### src/rtl/rtc_irq_pkg.sv
// Constants, field layout and timing counts of the alarm and periodic interrupt block
// Function
// - An enabled alarm pulls its interrupt pin low when current time equals alarm time.
// - Weekly alarm drives pin B only; daily alarm shares pin A with the periodic generator.
// - Weekly alarm compares day, hour, minute; daily alarm compares hour and minute.
// - Control register E: weekly enable D7, daily enable D6, periodic select D2..D0.
// - Status register F: periodic flag D2, weekly flag D1, daily flag D0.
// - Periodic select zero disables the generator and releases its output; it is default.
// - With enables and select cleared at power-on both pins are released high.
// - Several sources on one pin give a wired OR of their active-low outputs.
// - Writing 1 to an alarm enable arms that comparator, writing 0 disarms it.
// - Alarm flag reads its state; writing 1 does nothing, writing 0 clears and releases.
// - Clearing an alarm flag keeps its enable, so the next match asserts again.
// - Codes 010 and 011 give 2 Hz and 1 Hz half-duty pulses, second-aligned; the flag is set but the pulse ignores it.
// - In level mode the falling edge meets the seconds increment; code 100 fires each second.
// - Codes 101, 110, 111 fire at each new minute, hour and month start.
// - In level mode the output stays low until the host writes 0 to the periodic flag.
// - With adjustment active, every 20 s low time or interval shifts by at most 3.784 ms.
// - Reference output follows 32.768 kHz while its control pin is high, else held low.
// - Oscillation halt clears alarm enables, periodic select and all three flags.
package rtc_irq_pkg;

  localparam logic [3:0] ADDR_CTRL       = 4'he;
  localparam logic [3:0] ADDR_FLAG       = 4'hf;

  localparam int         WEEKLY_EN_BIT   = 7;
  localparam int         DAILY_EN_BIT    = 6;
  localparam int         SEL_LSB         = 0;
  localparam int         SEL_MSB         = 2;
  localparam int         PER_FLAG_BIT    = 2;
  localparam int         WEEKLY_FLAG_BIT = 1;
  localparam int         DAILY_FLAG_BIT  = 0;
  localparam int         PIN_A_BIT       = 4;
  localparam int         PIN_B_BIT       = 5;

  localparam logic [7:0] CTRL_RESET      = 8'h00;
  localparam logic [7:0] FLAG_RESET      = 8'h00;

  localparam logic [2:0] SEL_OFF         = 3'h0;
  localparam logic [2:0] SEL_FIXED_LOW   = 3'h1;
  localparam logic [2:0] SEL_PULSE_2HZ   = 3'h2;
  localparam logic [2:0] SEL_PULSE_1HZ   = 3'h3;
  localparam logic [2:0] SEL_LEVEL_SEC   = 3'h4;
  localparam logic [2:0] SEL_LEVEL_MIN   = 3'h5;
  localparam logic [2:0] SEL_LEVEL_HOUR  = 3'h6;
  localparam logic [2:0] SEL_LEVEL_MONTH = 3'h7;

  localparam longint     CLK_HZ          = 20_000_000;
  localparam longint     HALF_SEC_MS     = 500;
  localparam longint     QUARTER_SEC_MS  = 250;
  localparam longint     ADJ_MAX_US      = 3784;
  localparam int         ADJ_PERIOD_S    = 20;

  localparam longint     HALF_SEC_CYC    = HALF_SEC_MS * CLK_HZ / 1000;
  localparam longint     QUARTER_SEC_CYC = QUARTER_SEC_MS * CLK_HZ / 1000;
  localparam longint     ADJ_MAX_CYC     = ADJ_MAX_US * CLK_HZ / 1_000_000;

endpackage : rtc_irq_pkg

### src/rtl/time_cmp_if.sv
// Current time bundle passed from the top module to its alarm comparators
`timescale 1ns/100ps
`default_nettype none
interface time_cmp_if;
  logic [2:0] dow;
  logic [5:0] hour;
  logic [6:0] minute;
  modport src (output dow, hour, minute);
  modport cmp (input dow, hour, minute);
endinterface : time_cmp_if
`default_nettype wire

### src/rtl/alarm_match.sv
// One alarm comparator: one-cycle hit on the first cycle of a time match
`timescale 1ns/100ps
`default_nettype none
module alarm_match #(
  parameter bit WITH_DOW = 1'b1
) (
  // Clock and reset
  input  wire logic       mclk,
  input  wire logic       nrst,
  // Current time
  time_cmp_if.cmp         now,
  // Alarm setting
  input  wire logic       enable,
  input  wire logic [6:0] dow_mask,
  input  wire logic [5:0] alarm_hour,
  input  wire logic [6:0] alarm_min,
  // Result
  output logic            hit
);

  typedef struct packed {
    logic prev;
    logic hit;
  } match_state_t;

  match_state_t st_q;
  match_state_t st_d;
  logic         same;

  always_comb begin
    same = (now.hour == alarm_hour) && (now.minute == alarm_min);
    if (WITH_DOW) begin
      // Day code 7 has no mask bit; it never matches instead of reading past the mask
      same = same && (now.dow != 3'h7) && dow_mask[now.dow];
    end
    st_d      = st_q;
    st_d.prev = same;
    // Only the start of a match counts, so a cleared flag is not re-set in that minute
    st_d.hit  = enable && same && !st_q.prev;
  end

  always_ff @(posedge mclk or negedge nrst) begin
    if (!nrst) begin
      st_q <= '0;
    end else begin
      st_q <= st_d;
    end
  end

  assign hit = st_q.hit;

endmodule : alarm_match
`default_nettype wire

### src/rtl/rtc_alarm_periodic_irq.sv
// Alarm, periodic interrupt and reference clock output logic of the real-time clock
`timescale 1ns/100ps
`default_nettype none
module rtc_alarm_periodic_irq #(
  parameter longint HALF_CYC    = rtc_irq_pkg::HALF_SEC_CYC,
  parameter longint QUARTER_CYC = rtc_irq_pkg::QUARTER_SEC_CYC,
  parameter longint ADJ_MAX     = rtc_irq_pkg::ADJ_MAX_CYC
) (
  // Clock and reset
  input  wire logic       mclk,
  input  wire logic       nrst,
  // Register port
  input  wire logic [3:0] reg_addr,
  input  wire logic       reg_wr,
  input  wire logic       reg_rd,
  input  wire logic [7:0] reg_wdata,
  output logic      [7:0] reg_rdata,
  // Time counters
  input  wire logic       sec_tick,
  input  wire logic [6:0] cur_sec,
  input  wire logic [6:0] cur_min,
  input  wire logic [5:0] cur_hour,
  input  wire logic [2:0] cur_dow,
  input  wire logic [5:0] cur_day,
  // Alarm settings
  input  wire logic [6:0] alarm_w_dow_mask,
  input  wire logic [5:0] alarm_w_hour,
  input  wire logic [6:0] alarm_w_min,
  input  wire logic [5:0] alarm_d_hour,
  input  wire logic [6:0] alarm_d_min,
  // Oscillation halt and adjustment
  input  wire logic       osc_halt_flag,
  input  wire logic       adj_active,
  input  wire logic       adj_lengthen,
  input  wire logic [16:0] adj_cyc,
  // Reference clock pins
  input  wire logic       osc_clk_in,
  input  wire logic       ref_clock_out_ctrl,
  output logic            ref_clock_out,
  // Interrupt pin A
  input  wire logic       irq_in_a_n,
  output logic            irq_out_a_n,
  output logic            irq_oe_a_n,
  // Interrupt pin B
  input  wire logic       irq_in_b_n,
  output logic            irq_out_b_n,
  output logic            irq_oe_b_n
);

  localparam int PH_W = $clog2(HALF_CYC * 2 + ADJ_MAX + 2);
  localparam logic [PH_W-1:0] PH_MAX  = '1;
  localparam logic [PH_W-1:0] HALF_P  = PH_W'(HALF_CYC);
  localparam logic [PH_W-1:0] QUART_P = PH_W'(QUARTER_CYC);
  localparam logic [16:0]     ADJ_LIM = 17'(ADJ_MAX);
  localparam logic [4:0]      ADJ_WRAP = 5'(rtc_irq_pkg::ADJ_PERIOD_S - 1);

  if (QUARTER_CYC < 1 || HALF_CYC < 2 * QUARTER_CYC || ADJ_MAX >= QUARTER_CYC
      || ADJ_MAX > 131071) begin : g_bad_timing
    $error("rtc_alarm_periodic_irq: timing parameters out of range");
  end

  typedef struct packed {
    logic [7:0]      ctrl;
    logic [7:0]      flag;
    logic [7:0]      rdata;
    logic [PH_W-1:0] phase;
    logic [4:0]      adj_sec;
    logic            adj_now;
    logic [16:0]     adj_amt;
    logic            adj_long;
    logic            pulse_low;
    logic            osc_s1;
    logic            osc_s2;
    logic            ctl_s1;
    logic            ctl_s2;
    logic            pa_s1;
    logic            pa_s2;
    logic            pb_s1;
    logic            pb_s2;
    logic            ref_out;
    logic            drive_a;
    logic            drive_b;
  } irq_state_t;

  irq_state_t st_q;
  irq_state_t st_d;

  logic       weekly_hit;
  logic       daily_hit;
  logic [2:0] sel;
  logic       level_event;
  logic [PH_W-1:0] low_len;

  time_cmp_if now_bus ();

  assign now_bus.dow    = cur_dow;
  assign now_bus.hour   = cur_hour;
  assign now_bus.minute = cur_min;

  alarm_match #(
    .WITH_DOW (1'b1)
  ) u_weekly (
    .mclk       (mclk),
    .nrst       (nrst),
    .now        (now_bus),
    .enable     (st_q.ctrl[rtc_irq_pkg::WEEKLY_EN_BIT]),
    .dow_mask   (alarm_w_dow_mask),
    .alarm_hour (alarm_w_hour),
    .alarm_min  (alarm_w_min),
    .hit        (weekly_hit)
  );

  alarm_match #(
    .WITH_DOW (1'b0)
  ) u_daily (
    .mclk       (mclk),
    .nrst       (nrst),
    .now        (now_bus),
    .enable     (st_q.ctrl[rtc_irq_pkg::DAILY_EN_BIT]),
    .dow_mask   (7'h7f),
    .alarm_hour (alarm_d_hour),
    .alarm_min  (alarm_d_min),
    .hit        (daily_hit)
  );

  // Decodes an event from the counters as they stand in the tick cycle
  function automatic logic level_due(input logic [2:0] code, input logic [6:0] s,
                                     input logic [6:0] m, input logic [5:0] h,
                                     input logic [5:0] d);
    logic due;
    due = 1'b0;
    case (code)
      rtc_irq_pkg::SEL_LEVEL_SEC:   due = 1'b1;
      rtc_irq_pkg::SEL_LEVEL_MIN:   due = (s == 7'h00);
      rtc_irq_pkg::SEL_LEVEL_HOUR:  due = (s == 7'h00) && (m == 7'h00);
      rtc_irq_pkg::SEL_LEVEL_MONTH: due = (s == 7'h00) && (m == 7'h00)
                                          && (h == 6'h00) && (d == 6'h01);
      default:                      due = 1'b0;
    endcase
    return due;
  endfunction : level_due

  assign sel         = st_q.ctrl[rtc_irq_pkg::SEL_MSB:rtc_irq_pkg::SEL_LSB];
  assign level_event = sec_tick && level_due(sel, cur_sec, cur_min, cur_hour, cur_day);

  // Stretched or shortened first low phase inside the adjusting second
  always_comb begin
    low_len = (sel == rtc_irq_pkg::SEL_PULSE_2HZ) ? QUART_P : HALF_P;
    if (st_q.adj_now) begin
      if (st_q.adj_long) begin
        low_len = low_len + PH_W'(st_q.adj_amt);
      end else begin
        low_len = low_len - PH_W'(st_q.adj_amt);
      end
    end
  end

  always_comb begin
    st_d = st_q;

    // Pin and reference clock synchronisers
    st_d.osc_s1 = osc_clk_in;
    st_d.osc_s2 = st_q.osc_s1;
    st_d.ctl_s1 = ref_clock_out_ctrl;
    st_d.ctl_s2 = st_q.ctl_s1;
    st_d.pa_s1  = irq_in_a_n;
    st_d.pa_s2  = st_q.pa_s1;
    st_d.pb_s1  = irq_in_b_n;
    st_d.pb_s2  = st_q.pb_s1;
    // An open control pin reads low, so the output is held low then
    st_d.ref_out = st_q.osc_s2 && st_q.ctl_s2;

    // Phase since the last seconds increment, saturating until the next one
    if (sec_tick) begin
      st_d.phase = '0;
    end else if (st_q.phase != PH_MAX) begin
      st_d.phase = st_q.phase + PH_W'(1);
    end

    // Adjustment acts on one second out of every twenty
    if (sec_tick) begin
      st_d.adj_sec  = (st_q.adj_sec == ADJ_WRAP) ? 5'h00 : st_q.adj_sec + 5'h01;
      st_d.adj_now  = adj_active && (st_q.adj_sec == ADJ_WRAP);
      st_d.adj_amt  = (adj_cyc > ADJ_LIM) ? ADJ_LIM : adj_cyc;
      st_d.adj_long = adj_lengthen;
    end

    // Pulse waveform: low from the increment, high after the low phase
    case (sel)
      rtc_irq_pkg::SEL_PULSE_1HZ: begin
        st_d.pulse_low = sec_tick || (st_q.phase < low_len - PH_W'(1));
      end
      rtc_irq_pkg::SEL_PULSE_2HZ: begin
        st_d.pulse_low = sec_tick || (st_q.phase < low_len - PH_W'(1))
                         || ((st_q.phase >= HALF_P - PH_W'(1))
                             && (st_q.phase < HALF_P + QUART_P - PH_W'(1)));
      end
      default: begin
        st_d.pulse_low = 1'b0;
      end
    endcase
    if (st_q.phase == PH_MAX && !sec_tick) begin
      st_d.pulse_low = 1'b0;
    end

    // Register writes; flag bits only accept zero, and a new event beats the clear
    if (reg_wr && reg_addr == rtc_irq_pkg::ADDR_CTRL) begin
      st_d.ctrl = reg_wdata;
    end
    if (reg_wr && reg_addr == rtc_irq_pkg::ADDR_FLAG) begin
      st_d.flag[rtc_irq_pkg::PER_FLAG_BIT] = st_q.flag[rtc_irq_pkg::PER_FLAG_BIT]
                                             && reg_wdata[rtc_irq_pkg::PER_FLAG_BIT];
      st_d.flag[rtc_irq_pkg::WEEKLY_FLAG_BIT] = st_q.flag[rtc_irq_pkg::WEEKLY_FLAG_BIT]
                                        && reg_wdata[rtc_irq_pkg::WEEKLY_FLAG_BIT];
      st_d.flag[rtc_irq_pkg::DAILY_FLAG_BIT] = st_q.flag[rtc_irq_pkg::DAILY_FLAG_BIT]
                                        && reg_wdata[rtc_irq_pkg::DAILY_FLAG_BIT];
    end
    if (weekly_hit) begin
      st_d.flag[rtc_irq_pkg::WEEKLY_FLAG_BIT] = 1'b1;
    end
    if (daily_hit) begin
      st_d.flag[rtc_irq_pkg::DAILY_FLAG_BIT] = 1'b1;
    end
    // The flag follows each increment in pulse mode too, but the pulse ignores it
    if (level_event || (sec_tick && (sel == rtc_irq_pkg::SEL_PULSE_1HZ
                                     || sel == rtc_irq_pkg::SEL_PULSE_2HZ))) begin
      st_d.flag[rtc_irq_pkg::PER_FLAG_BIT] = 1'b1;
    end
    st_d.flag[7:3] = '0;

    // Oscillation halt wipes enables, select and flags while it stands
    if (osc_halt_flag) begin
      st_d.ctrl = rtc_irq_pkg::CTRL_RESET;
      st_d.flag = rtc_irq_pkg::FLAG_RESET;
    end

    // Read data are taken at the read strobe and held
    if (reg_rd) begin
      case (reg_addr)
        rtc_irq_pkg::ADDR_CTRL: st_d.rdata = st_q.ctrl;
        rtc_irq_pkg::ADDR_FLAG: begin
          st_d.rdata = st_q.flag;
          st_d.rdata[rtc_irq_pkg::PIN_A_BIT] = st_q.pa_s2;
          st_d.rdata[rtc_irq_pkg::PIN_B_BIT] = st_q.pb_s2;
        end
        default:                st_d.rdata = 8'h00;
      endcase
    end

    // Pin B: weekly alarm alone
    st_d.drive_b = st_d.flag[rtc_irq_pkg::WEEKLY_FLAG_BIT];
    // Pin A: wired OR of the daily alarm and the periodic generator
    case (st_d.ctrl[rtc_irq_pkg::SEL_MSB:rtc_irq_pkg::SEL_LSB])
      rtc_irq_pkg::SEL_OFF: begin
        st_d.drive_a = st_d.flag[rtc_irq_pkg::DAILY_FLAG_BIT];
      end
      rtc_irq_pkg::SEL_FIXED_LOW: begin
        st_d.drive_a = 1'b1;
      end
      rtc_irq_pkg::SEL_PULSE_2HZ, rtc_irq_pkg::SEL_PULSE_1HZ: begin
        st_d.drive_a = st_d.flag[rtc_irq_pkg::DAILY_FLAG_BIT] || st_d.pulse_low;
      end
      default: begin
        st_d.drive_a = st_d.flag[rtc_irq_pkg::DAILY_FLAG_BIT]
                       || st_d.flag[rtc_irq_pkg::PER_FLAG_BIT];
      end
    endcase
  end

  always_ff @(posedge mclk or negedge nrst) begin
    if (!nrst) begin
      st_q <= '0;
    end else begin
      st_q <= st_d;
    end
  end

  assign reg_rdata     = st_q.rdata;
  assign ref_clock_out = st_q.ref_out;
  // Open drain: output value is always low, the enable decides
  assign irq_out_a_n   = 1'b0;
  assign irq_out_b_n   = 1'b0;
  assign irq_oe_a_n    = !st_q.drive_a;
  assign irq_oe_b_n    = !st_q.drive_b;

endmodule : rtc_alarm_periodic_irq
`default_nettype wire

### config.mk
export PLATFORM = sky130hd
export DESIGN_NAME = rtc_alarm_periodic_irq
export DESIGN_NICKNAME = d
export VERILOG_FILES = /design/src/rtl/rtc_irq_pkg.sv /design/src/rtl/time_cmp_if.sv /design/src/rtl/alarm_match.sv /design/src/rtl/rtc_alarm_periodic_irq.sv
export SDC_FILE = /design/constraint.sdc
export NUM_CORES = 1
export LEC_CHECK = 0
export ABC_AREA = 1
export BUFFER_PORTS_ARGS = -buffer_cell sky130_fd_sc_hd__buf_2
export CAP_MARGIN = 10
export CORE_MARGIN = 2
export CORE_UTILIZATION = 35
export DETAILED_ROUTE_END_ITERATION = 10
export PLACE_DENSITY_LB_ADDON = 0.08
export SETUP_SLACK_MARGIN = 0.05
export SLEW_MARGIN = 20
export SYNTH_ARGS = -nofsm -noshare
export SYNTH_HDL_FRONTEND = slang
export SYNTH_SLANG_ARGS = --single-unit
### constraint.sdc
create_clock -name mclk -period 3.7 [get_ports mclk]
set_input_delay 0.925 -clock mclk [delete_from_list [all_inputs] [get_ports mclk]]
set_output_delay 0.925 -clock mclk [all_outputs]
set_load 0.03 [all_outputs]
# Yosys cells after proc, flatten, opt, wreduce, memory -nomap -nowiden
# Index checks and enable logic that the tools add are counted.
dict set report classes {
  n_addsub 5
  n_mul 0
  div 0
  n_lt_le_gt_ge 5
  n_eq_ne 20
  n_shift 0
  n_mux 20
  bitwise_logic 0
  reduce_logical 40
}
# op count
set op_table {}
lappend op_table {{25-bit 2-to-1 mux} 4}
lappend op_table {{24-bit by 17-bit adder with 25-bit output} 1}
lappend op_table {{25-bit by 1-bit adder with 25-bit output, second input constant} 1}
lappend op_table {{25-bit equality test, second input constant} 1}
lappend op_table {{25-bit by 24-bit greater-or-equal comparator with 1-bit output, second input constant} 1}
lappend op_table {{25-bit by 24-bit less-than comparator with 1-bit output, second input constant} 1}
lappend op_table {{25-bit less-than comparator} 1}
lappend op_table {{25-bit != test, second input constant} 1}
lappend op_table {{24-bit by 17-bit subtractor with 25-bit output} 1}
lappend op_table {{25-bit by 1-bit subtractor with 25-bit output, second input constant} 1}
lappend op_table {{24-bit 2-to-1 mux} 1}
lappend op_table {{1-bit logical AND} 22}
lappend op_table {{17-bit > comparator, second input constant} 1}
lappend op_table {{17-bit 2-to-1 mux} 1}
lappend op_table {{16-bit 2-to-1 mux} 1}
lappend op_table {{8-bit one-hot mux with 2 select lines} 1}
lappend op_table {{7-bit equality test} 2}
lappend op_table {{7-bit zero test} 2}
lappend op_table {{3-bit by 2-bit equality test with 1-bit output, second input constant} 4}
lappend op_table {{3-bit equality test, second input constant} 4}
lappend op_table {{6-bit equality test} 2}
lappend op_table {{4-bit equality test, second input constant} 2}
lappend op_table {{8-bit 2-to-1 mux} 1}
lappend op_table {{6-bit by 1-bit equality test with 1-bit output, second input constant} 1}
lappend op_table {{18 further kinds} 32}
dict set report word_totals {
  ff_bits 88
  latch_bits 0
  mem_bits_rw 0
  mem_bits_ro 0
  in_bits 103
  out_inout_bits 13
  word_cells 114
  n_memories 0
}

# Logic depth before layout (Yosys ltp)
# Gate-level depths: netlist of run 1.
dict set report logic_depth {
  word_depth 13
  ltp_mapped 35
  mapped_depth_nobuf 35
}

# Hierarchy
# Synthesis of run 1 repeated with hierarchy kept, for this count alone.
dict set report hier_totals {
  hier_cells 1000
  area_unflattened_um2 6862.8
}
# module n_inst cells_per_inst area_per_inst_um2 seq_area_each_um2
set by_module_without_submodules {}
lappend by_module_without_submodules {rtc_alarm_periodic_irq 1 852 6173.4 1951.9}
lappend by_module_without_submodules {{alarm_match at u_weekly} 1 80 374.1 50.0}
lappend by_module_without_submodules {{alarm_match at u_daily} 1 68 315.3 50.0}

# Least setup slack after synthesis of run 1
# Ideal clock, no wire load.
dict set report synth_timing {
  path_kind {reg2reg}
  startpoint {register st_q[13] in the netlist's numbering}
  endpoint {register st_q[1] in the netlist's numbering}
  setup_ns 0.124
  t_arrival_ns 3.869
  required_ns 3.576
  setup_slack_ns -0.293
  stages_incl_launch_ff 30
  n_path_buf 0
  period_less_slack_ns 3.993
  cell_sequence {dfrtp_1 inv_2 ha_1 nand3_1 inv_1 nand2_1 nand2_1 xor2_1 ha_1 fa_1 or2_2 a31oi_1 nand2_1 nor2_2 nand2_2 nor2_4 nand3_2 nor2_4 xor2_1 inv_1 ha_1 nand2_1 nor2_1 nand2_1 o211ai_1 nand2_1 nand4_1 nand3_1 nand2_1 nand3_1}
}
# item line
set synth_lines {}
lappend synth_lines {{from (decl)} rtc_alarm_periodic_irq.sv:85} ;# irq_state_t st_q;
lappend synth_lines {{from (signal assigned)} rtc_alarm_periodic_irq.sv:274} ;# st_q <= st_d;

==> summary.txt, run 1 <==
Run status
  – Status: finished, violations left
  – Failing checks: setup timing

Flow run
  – Max Cap Violations: 0

Worst setup path
  – Startpoint types: register
  – WS Path Type: register to register
  – Worst r2r src: st_q[13]
  – R2r setup slk: -0.30 ns
  – Required @ worst endpoint: between 3 and 4 ns
  – Crit path top cell by count: buf_4
  – Worst EP arrival: 4.25 ns
  – CP max stage delay: 0.36 ns
  – Reg2Reg Depth: 30
  – Worst setup EP type: register
  – Peak fanout along the critical path: 3
  – Slowest-stage cell, CP: dfrtp_1
  – R2R Path End: st_q[1]

Detailed routing
  – DRT iter0 DRCs: 252
  – Vias/cell: between 4 and 5
  – DRC: 0
  – Via count: 6672
  – DR WL/cell: 13.51 µm
  – Routed WL: 18690 µm
  – Number of antenna-violating nets in the routed design: 0
  – 1st-pass router iterations: 5

Place
  – Routability congestion estimate from global placement: 0.8472
  – Worst slack, placed: -0.4026 ns
  – Total placed cells including tap cells: 1360
  – Number of port buffers: 113
  – DP HPWL: roughly 15000 µm

Synth
  – Average size of a mapped cell: 7.137 µm²
  – Sequential area share after synthesis: 30.62%
  – Top_reg_cell synth: dfrtp_1
  – Flops & latches, synth: 82
  – Asr flop ratio synth: 100.0%
  – Count of flip-flops with a built-in enable after synthesis: 0
  – Synth cell types: 50
  – Gate Count Post-Synth: 939
  – Yosys warning total: 0
  – Synth Cell Area: 6701 µm²

Power and ir drop
  – Power Dens Cells: 321.6 nW/µm²
  – Worst-case vdd ir drop: 191.1 µV
  – Leakage: 4.309 nW
  – Power Total: between 2 and 3 mW

Clock tree
  – CTS tree: built
  – CTS buffer count: 9
  – Root Buffer: clkbuf_16
  – Clock buffer depth: 2
  – H-Tree Depth: 3
  – Clock sinks: 82
  – CTS clock-pin slew for the worst setup and hold paths: roughly 0.070 ns
  – Clock Latency Late Sink: 0.36 ns

Timing
  – Slew Viols, Final: 0
  – Final Worst Setup Slack: -0.2993 ns
  – Final Cycle Share: 108.1%
  – RSZ-0062 raised after global routing: true
  – Final hold vios: 0
  – Skew final: approximately 0.0062 ns
  – Min Tclk post-route: 3.999 ns
  – Worst slew pin tran: roughly 0.64 ns
  – Fmax: 0.2500 GHz
  – Rel. slew slack: 57.52%
  – # setup viols final: 1

Die
  – Die width: 142.4 µm
  – Chip height: 142.4 µm
  – Die ar.: 20270 µm²
  – Core area: 18770 µm²
  – Std-Cell Rows: 50
  – Ports: about 120
  – Starting Density: 35.71%

Hold path
  – HP Start: st_d[7]
  – Worst hold path cell count: 0
  – Hold Path Class: register to register
  – Hold Path Sink: st_q[7]

Global routing
  – Largest net degree at the start of global routing: 49
  – First-pass GRT wire length: 31710 µm
  – Grt total ovfl: 0
  – Global-route usage over all layers: 19.65%
  – Initial antenna violation count: 0
  – Vias in the first global route: ~6.5k

Layout
  – P&R area growth vs syn: 29.87%
  – Layout cells sized above 1: 29.24%
  – Post-route insts no fill: 1383
  – Nets: about 1.3k
  – Fin util: a little under half
  – Antenna cells: 0
## report_power, final
| group | internal [mW] | switching, mW | leakage [nW] | total (mW) |
|---|---|---|---|---|
| clock | 0.546 | 0.444 | 0.158 | 0.990 |
| combinational | 0.365 | 0.452 | 3.08 | 0.817 |
| sequential | 0.952 | 0.0401 | 1.07 | 0.992 |
## placed cells by master (no fill, tap or decap), types with 26 or more instances in the layout
master	count
inv_1	116
xor2_1	27
o21ai_0	48
buf_4	106
nor2_1	71
nor3_1	26
dfrtp_1	82
ha_1	36
nand2_1	178
buf_2	112
nand3_1	85
a21oi_1	47
## registers in the layout, summed over array words and instances, names as in the netlist
signal	count
st_q	62
reg_rdata	8
st_d	4
sel	3
ref_clock_out	1
u_daily.hit	1
u_daily.st_q	1
u_weekly.hit	1
u_weekly.st_q	1
## worst max-delay path by stage
stage                  start  endpoint  slack, ns  depth (start not counted)
detailed placement  st_q[13]   st_q[1]      -0.40                         35
global placement    st_q[13]   st_q[1]      -0.37                         31
floorplan           st_q[13]   st_q[1]      -0.08                         31
global route        st_q[14]   st_q[1]      -0.59                         31
CTS                 st_q[13]   st_q[1]      -0.28                         29
finish              st_q[13]   st_q[1]      -0.30                         30
## layer usage
layer,up-vias,track usage [%],share of wire (%)
met3,14,3.062,2.6
met4,0,4.377,1.0
met2,89,34.38,48
met1,3029,25.59,48
li1,3540,-,-
met5,-,0,0
## synth_stat cells, drive strengths merged (2+ instances only)
cell type,instances,area [µm²]
inv,130,488.0
a31oi,9,56.30
a211oi,4,30.03
dfrtp,82,2052
nor3,28,145.1
o31ai,4,35.03
nor3b,2,15.01
xnor2,16,140.1
nand2,204,845.8
nand4,16,100.1
o211ai,4,30.03
a22oi,5,37.54
o21bai,3,22.52
buf,15,110.1
o2111ai,2,17.52
or2,8,50.05
a221oi,4,35.03
clkbuf,10,37.54
and3,3,18.77
o22ai,3,18.77
nor4,11,68.82
o21ai,60,311.5
nor2,93,431.7
a21oi,49,249.0
xor2,27,236.5
ha,40,500.5
nand3,98,538.0
o21a,2,15.01
## layout make-up
class                   count  area, µm²
clock buffers               9      225.2
flip-flops and latches     82       2052
inverters                 130      488.0
fillers                  1967      10060
well taps                 234      292.8
clock inverters             7      97.59
multi-input cells         703       4192
repair buffers            218       1356
## stage by stage
step	instance area [µm²]	setup TNS, ns	hold WS, ns
3_5_place_dp	8204	-0.4026	0.3347
4_1_cts	8621	-0.2794	0.3510
6_report	8703	-0.2993	0.3490
5_1_grt	8703	-0.5945	0.3667
2_1_floorplan	6755	-0.07966	0.3312
3_3_place_gp	8204	-0.3730	0.3334
## timing repair
item / CTS / global route
pin swaps: 9 / 13
buffers inserted: 6 / 1
gates resized for setup: 12 / 20
hold buffers: 0 / 0
gates cloned: 0 / 0
setup endpoints to repair: 1 / 1
## logic make-up after synthesis
group	Yosys count	synth area share (%)
AOI/OAI and AO/OA	151	13.05
xor gates and xnor gates	43	5.620
adders and majority gates	41	7.767
buffers and inverters	155	9.485
DFF	82	30.62
other	1	0.05596
and+or+nand+nor	466	33.40
## worst max-delay path: cells and delay by family (launching register included)
kind,cells,cell delay (ns)
xor+xnor,2,0.30
flops,1,0.36
simple gates,12,1.17
fa+ha+maj,4,0.87
buf+inv,8,0.70
compound gates,4,0.48
Power figures use the tool's default switching activity.
==> run 2: changes to the inputs <==
PLACE_DENSITY_LB_ADDON = 0.2   (was 0.08)
==> run 2 against run 1 <==
Net effect: the flow still finishes with violations (setup timing); utilization is 0.79 points higher; worst setup slack worse by 0.0069 ns; clock skew is 0.0035 ns higher; flip-flop and latch count stayed put; hold slack worse by 0.0038 ns; count of clock-buffer cells in the layout stayed put; power is 1.8% higher; via count is 0.82% higher; first-iteration DRC count is 27% higher; fmax is 0.17% lower.
==> summary.txt, run 2 (synthesis gave the netlist of run 1 again) <==
Worst setup path
  – Reg2Reg Depth: 30 (unchanged)
  – Critical path depth: 30 (unchanged)
  – Startpoint types: register
  – R2r setup slk: -0.31 ns (about the same)
  – Buf/Inv on CP: 3 (-5)
  – Setup crit end: st_q[1]
  – Setup crit start: st_q[13]
  – R2R Path End: st_q[1]
  – WS Path Type: register to register
  – Required @ worst endpoint: 3.98 ns (+0.03 ns)
  – Worst EP arrival: 4.29 ns (+0.04 ns)
  – Slowest-stage cell, CP: dfrtp_1
  – Worst r2r src: st_q[13]
  – Crit-path leading delay family: simple AND/OR/NAND/NOR gates
  – Peak fanout along the critical path: 3 (unchanged)
  – CP max stage delay: 0.37 ns (about the same)
  – Worst setup EP type: register

Clock tree
  – Clock Latency Late Sink: 0.35 ns (about the same)
  – H-Tree Depth: 3 (unchanged)
  – CTS tree: built
  – Clock sinks: 82 (unchanged)
  – CTS buffer count: 9 (unchanged)
  – CTS clock-pin slew for the worst setup and hold paths: 0.07 ns (about the same)
  – Hold buffers post-CTS: 0 (unchanged)
  – Root Buffer: clkbuf_16
  – Clock buffer depth: 2 (unchanged)

Flow run
  – Max Cap Violations: 0 (unchanged)

Place
  – DP HPWL: 14720 µm (-3.4%)
  – Total placed cells including tap cells: 1357 (-0.22%)
  – Routability congestion estimate from global placement: 0.8651 (+2.1%)
  – Number of port buffers: 113 (unchanged)

Layout
  – Nets: 1300 (+0.93%)
  – Most frequent cells in the layout: 176 x nand2_1, 117 x buf_4, 116 x inv_1
  – Biggest register: st_q
  – Most common cell after layout, fill and taps aside: nand2_1
  – Layout cells sized above 1: 30.49% (+1.2 points)
  – P&R area growth vs syn: 32.08%
  – Max FFs per register: 62 (unchanged)
  – Post-route insts no fill: 1395 (+0.87%)
  – Antenna cells: 0 (unchanged)

Die
  – Die ar.: 20270 µm² (unchanged)
  – Core area: 18770 µm² (unchanged)
  – Starting Density: 35.71% (unchanged)
  – Ports: 116 (unchanged)
  – Chip height: 142.4 µm (unchanged)
  – Std-Cell Rows: 50 (unchanged)
  – Die width: 142.4 µm (unchanged)

Timing
  – Worst slew pin tran: 0.8121 ns (+0.1756 ns)
  – TNS Setup: -0.3062 ns (-0.006870 ns)
  – Slew Viols, Final: 0 (unchanged)
  – # setup viols final: 1 (unchanged)
  – Final Worst Setup Slack: -0.3062 ns (-0.006870 ns)
  – RSZ-0062 raised after global routing: true
  – Fmax: 0.2496 GHz (-0.17%)
  – Rel. slew slack: 45.86% (-12 points)
  – Final hold vios: 0 (unchanged)
  – Skew final: 0.009679 ns (+0.003515 ns)
  – Min Tclk post-route: 4.006 ns (+0.006870 ns)
  – Final Cycle Share: 108.3% (+0.19 points)

Power and ir drop
  – Leakage: 4.402 nW (+2.2%)
  – Power Dens Cells: 321.8 nW/µm² (about the same)
  – Worst-case vdd ir drop: 236.9 µV (+24%)

Run status
  – Status: finished, violations left
  – Failing checks: setup timing

Hold path
  – Worst hold path cell count: 0 (unchanged)
  – Hold Path Class: register to register

Global routing
  – Global-route usage over all layers: 18.78% (-0.86 points)
  – Vias in the first global route: 6613 (+1.2%)
  – First-pass GRT wire length: 30890 µm (-2.6%)
  – Grt total ovfl: 0 (unchanged)
  – Initial antenna violation count: 0 (unchanged)
  – Largest net degree at the start of global routing: 63 (+29%)

Detailed routing
  – DR WL/cell: 13.20 µm (-2.3%)
  – Via count: 6727 (+0.82%)
  – DRC: 0 (unchanged)
  – Vias/cell: 4.822 (about the same)
  – Routed WL: 18410 µm (-1.5%)
  – 1st-pass router iterations: 5 (unchanged)
  – DRT iter0 DRCs: 320 (+27%)
  – Number of antenna-violating nets in the routed design: 0 (unchanged)
## run 2: what timing repair did
action / CTS / global route
setup endpoints to repair: 1 / 1
pin swaps: 17 / 42
gates resized for setup: 12 / 25
setup buffers: 8 / 15
## run 2: worst min path at each step
stage                  from      end  slack [ns]
floorplan           st_d[3]  st_q[3]        0.33
detailed placement  st_d[3]  st_q[3]        0.33
global placement    st_d[5]  st_q[5]        0.33
global route        st_d[9]  st_q[9]        0.36
finish              st_d[5]  st_q[5]        0.35
CTS                 st_d[5]  st_q[5]        0.35
## run 2: power by group
group	leakage, nW	switching (mW)	internal [mW]
sequential	1.07	0.0415	0.952
clock	0.163	0.387	0.603
combinational	3.17	0.468	0.396
## run 2: routing by layer
metal / part of all wire, % / wire length (µm) / track usage (%)
met5: 0 / 0 / 0
met4: 1.3 / 235 / 4.638
met3: 2.5 / 460 / 2.961
met2: 49 / 9053 / 32.77
met1: 47 / 8661 / 24.35
## run 2: final cells by class
| type | instances | area [µm²] |
|---|---|---|
| clock buffer | 9 | 225.2 |
| clock inverter | 7 | 106.4 |
| fill | 1936 | 9917 |
| inverter | 130 | 488.0 |
| multi-input combinational | 703 | 4228 |
| sequential | 82 | 2052 |
| tap | 234 | 292.8 |
| timing repair buffer | 230 | 1459 |
## run 2: metrics by stage
step	area (µm²)	hold slack (ns)	utilization, %	setup slack (ns)	power, mW
final	8851	0.3452	47.16	-0.3062	2.849
after global routing	8851	0.3556	47.16	-0.6768	3.029
after CTS	8647	0.3492	46.07	-0.3021	2.839
after detailed placement	8194	0.3347	43.66	-0.3412	1.806
after global placement	8194	0.3328	43.66	-0.2631	1.794
after floorplan	6755	0.3312	-	-0.07966	1.484
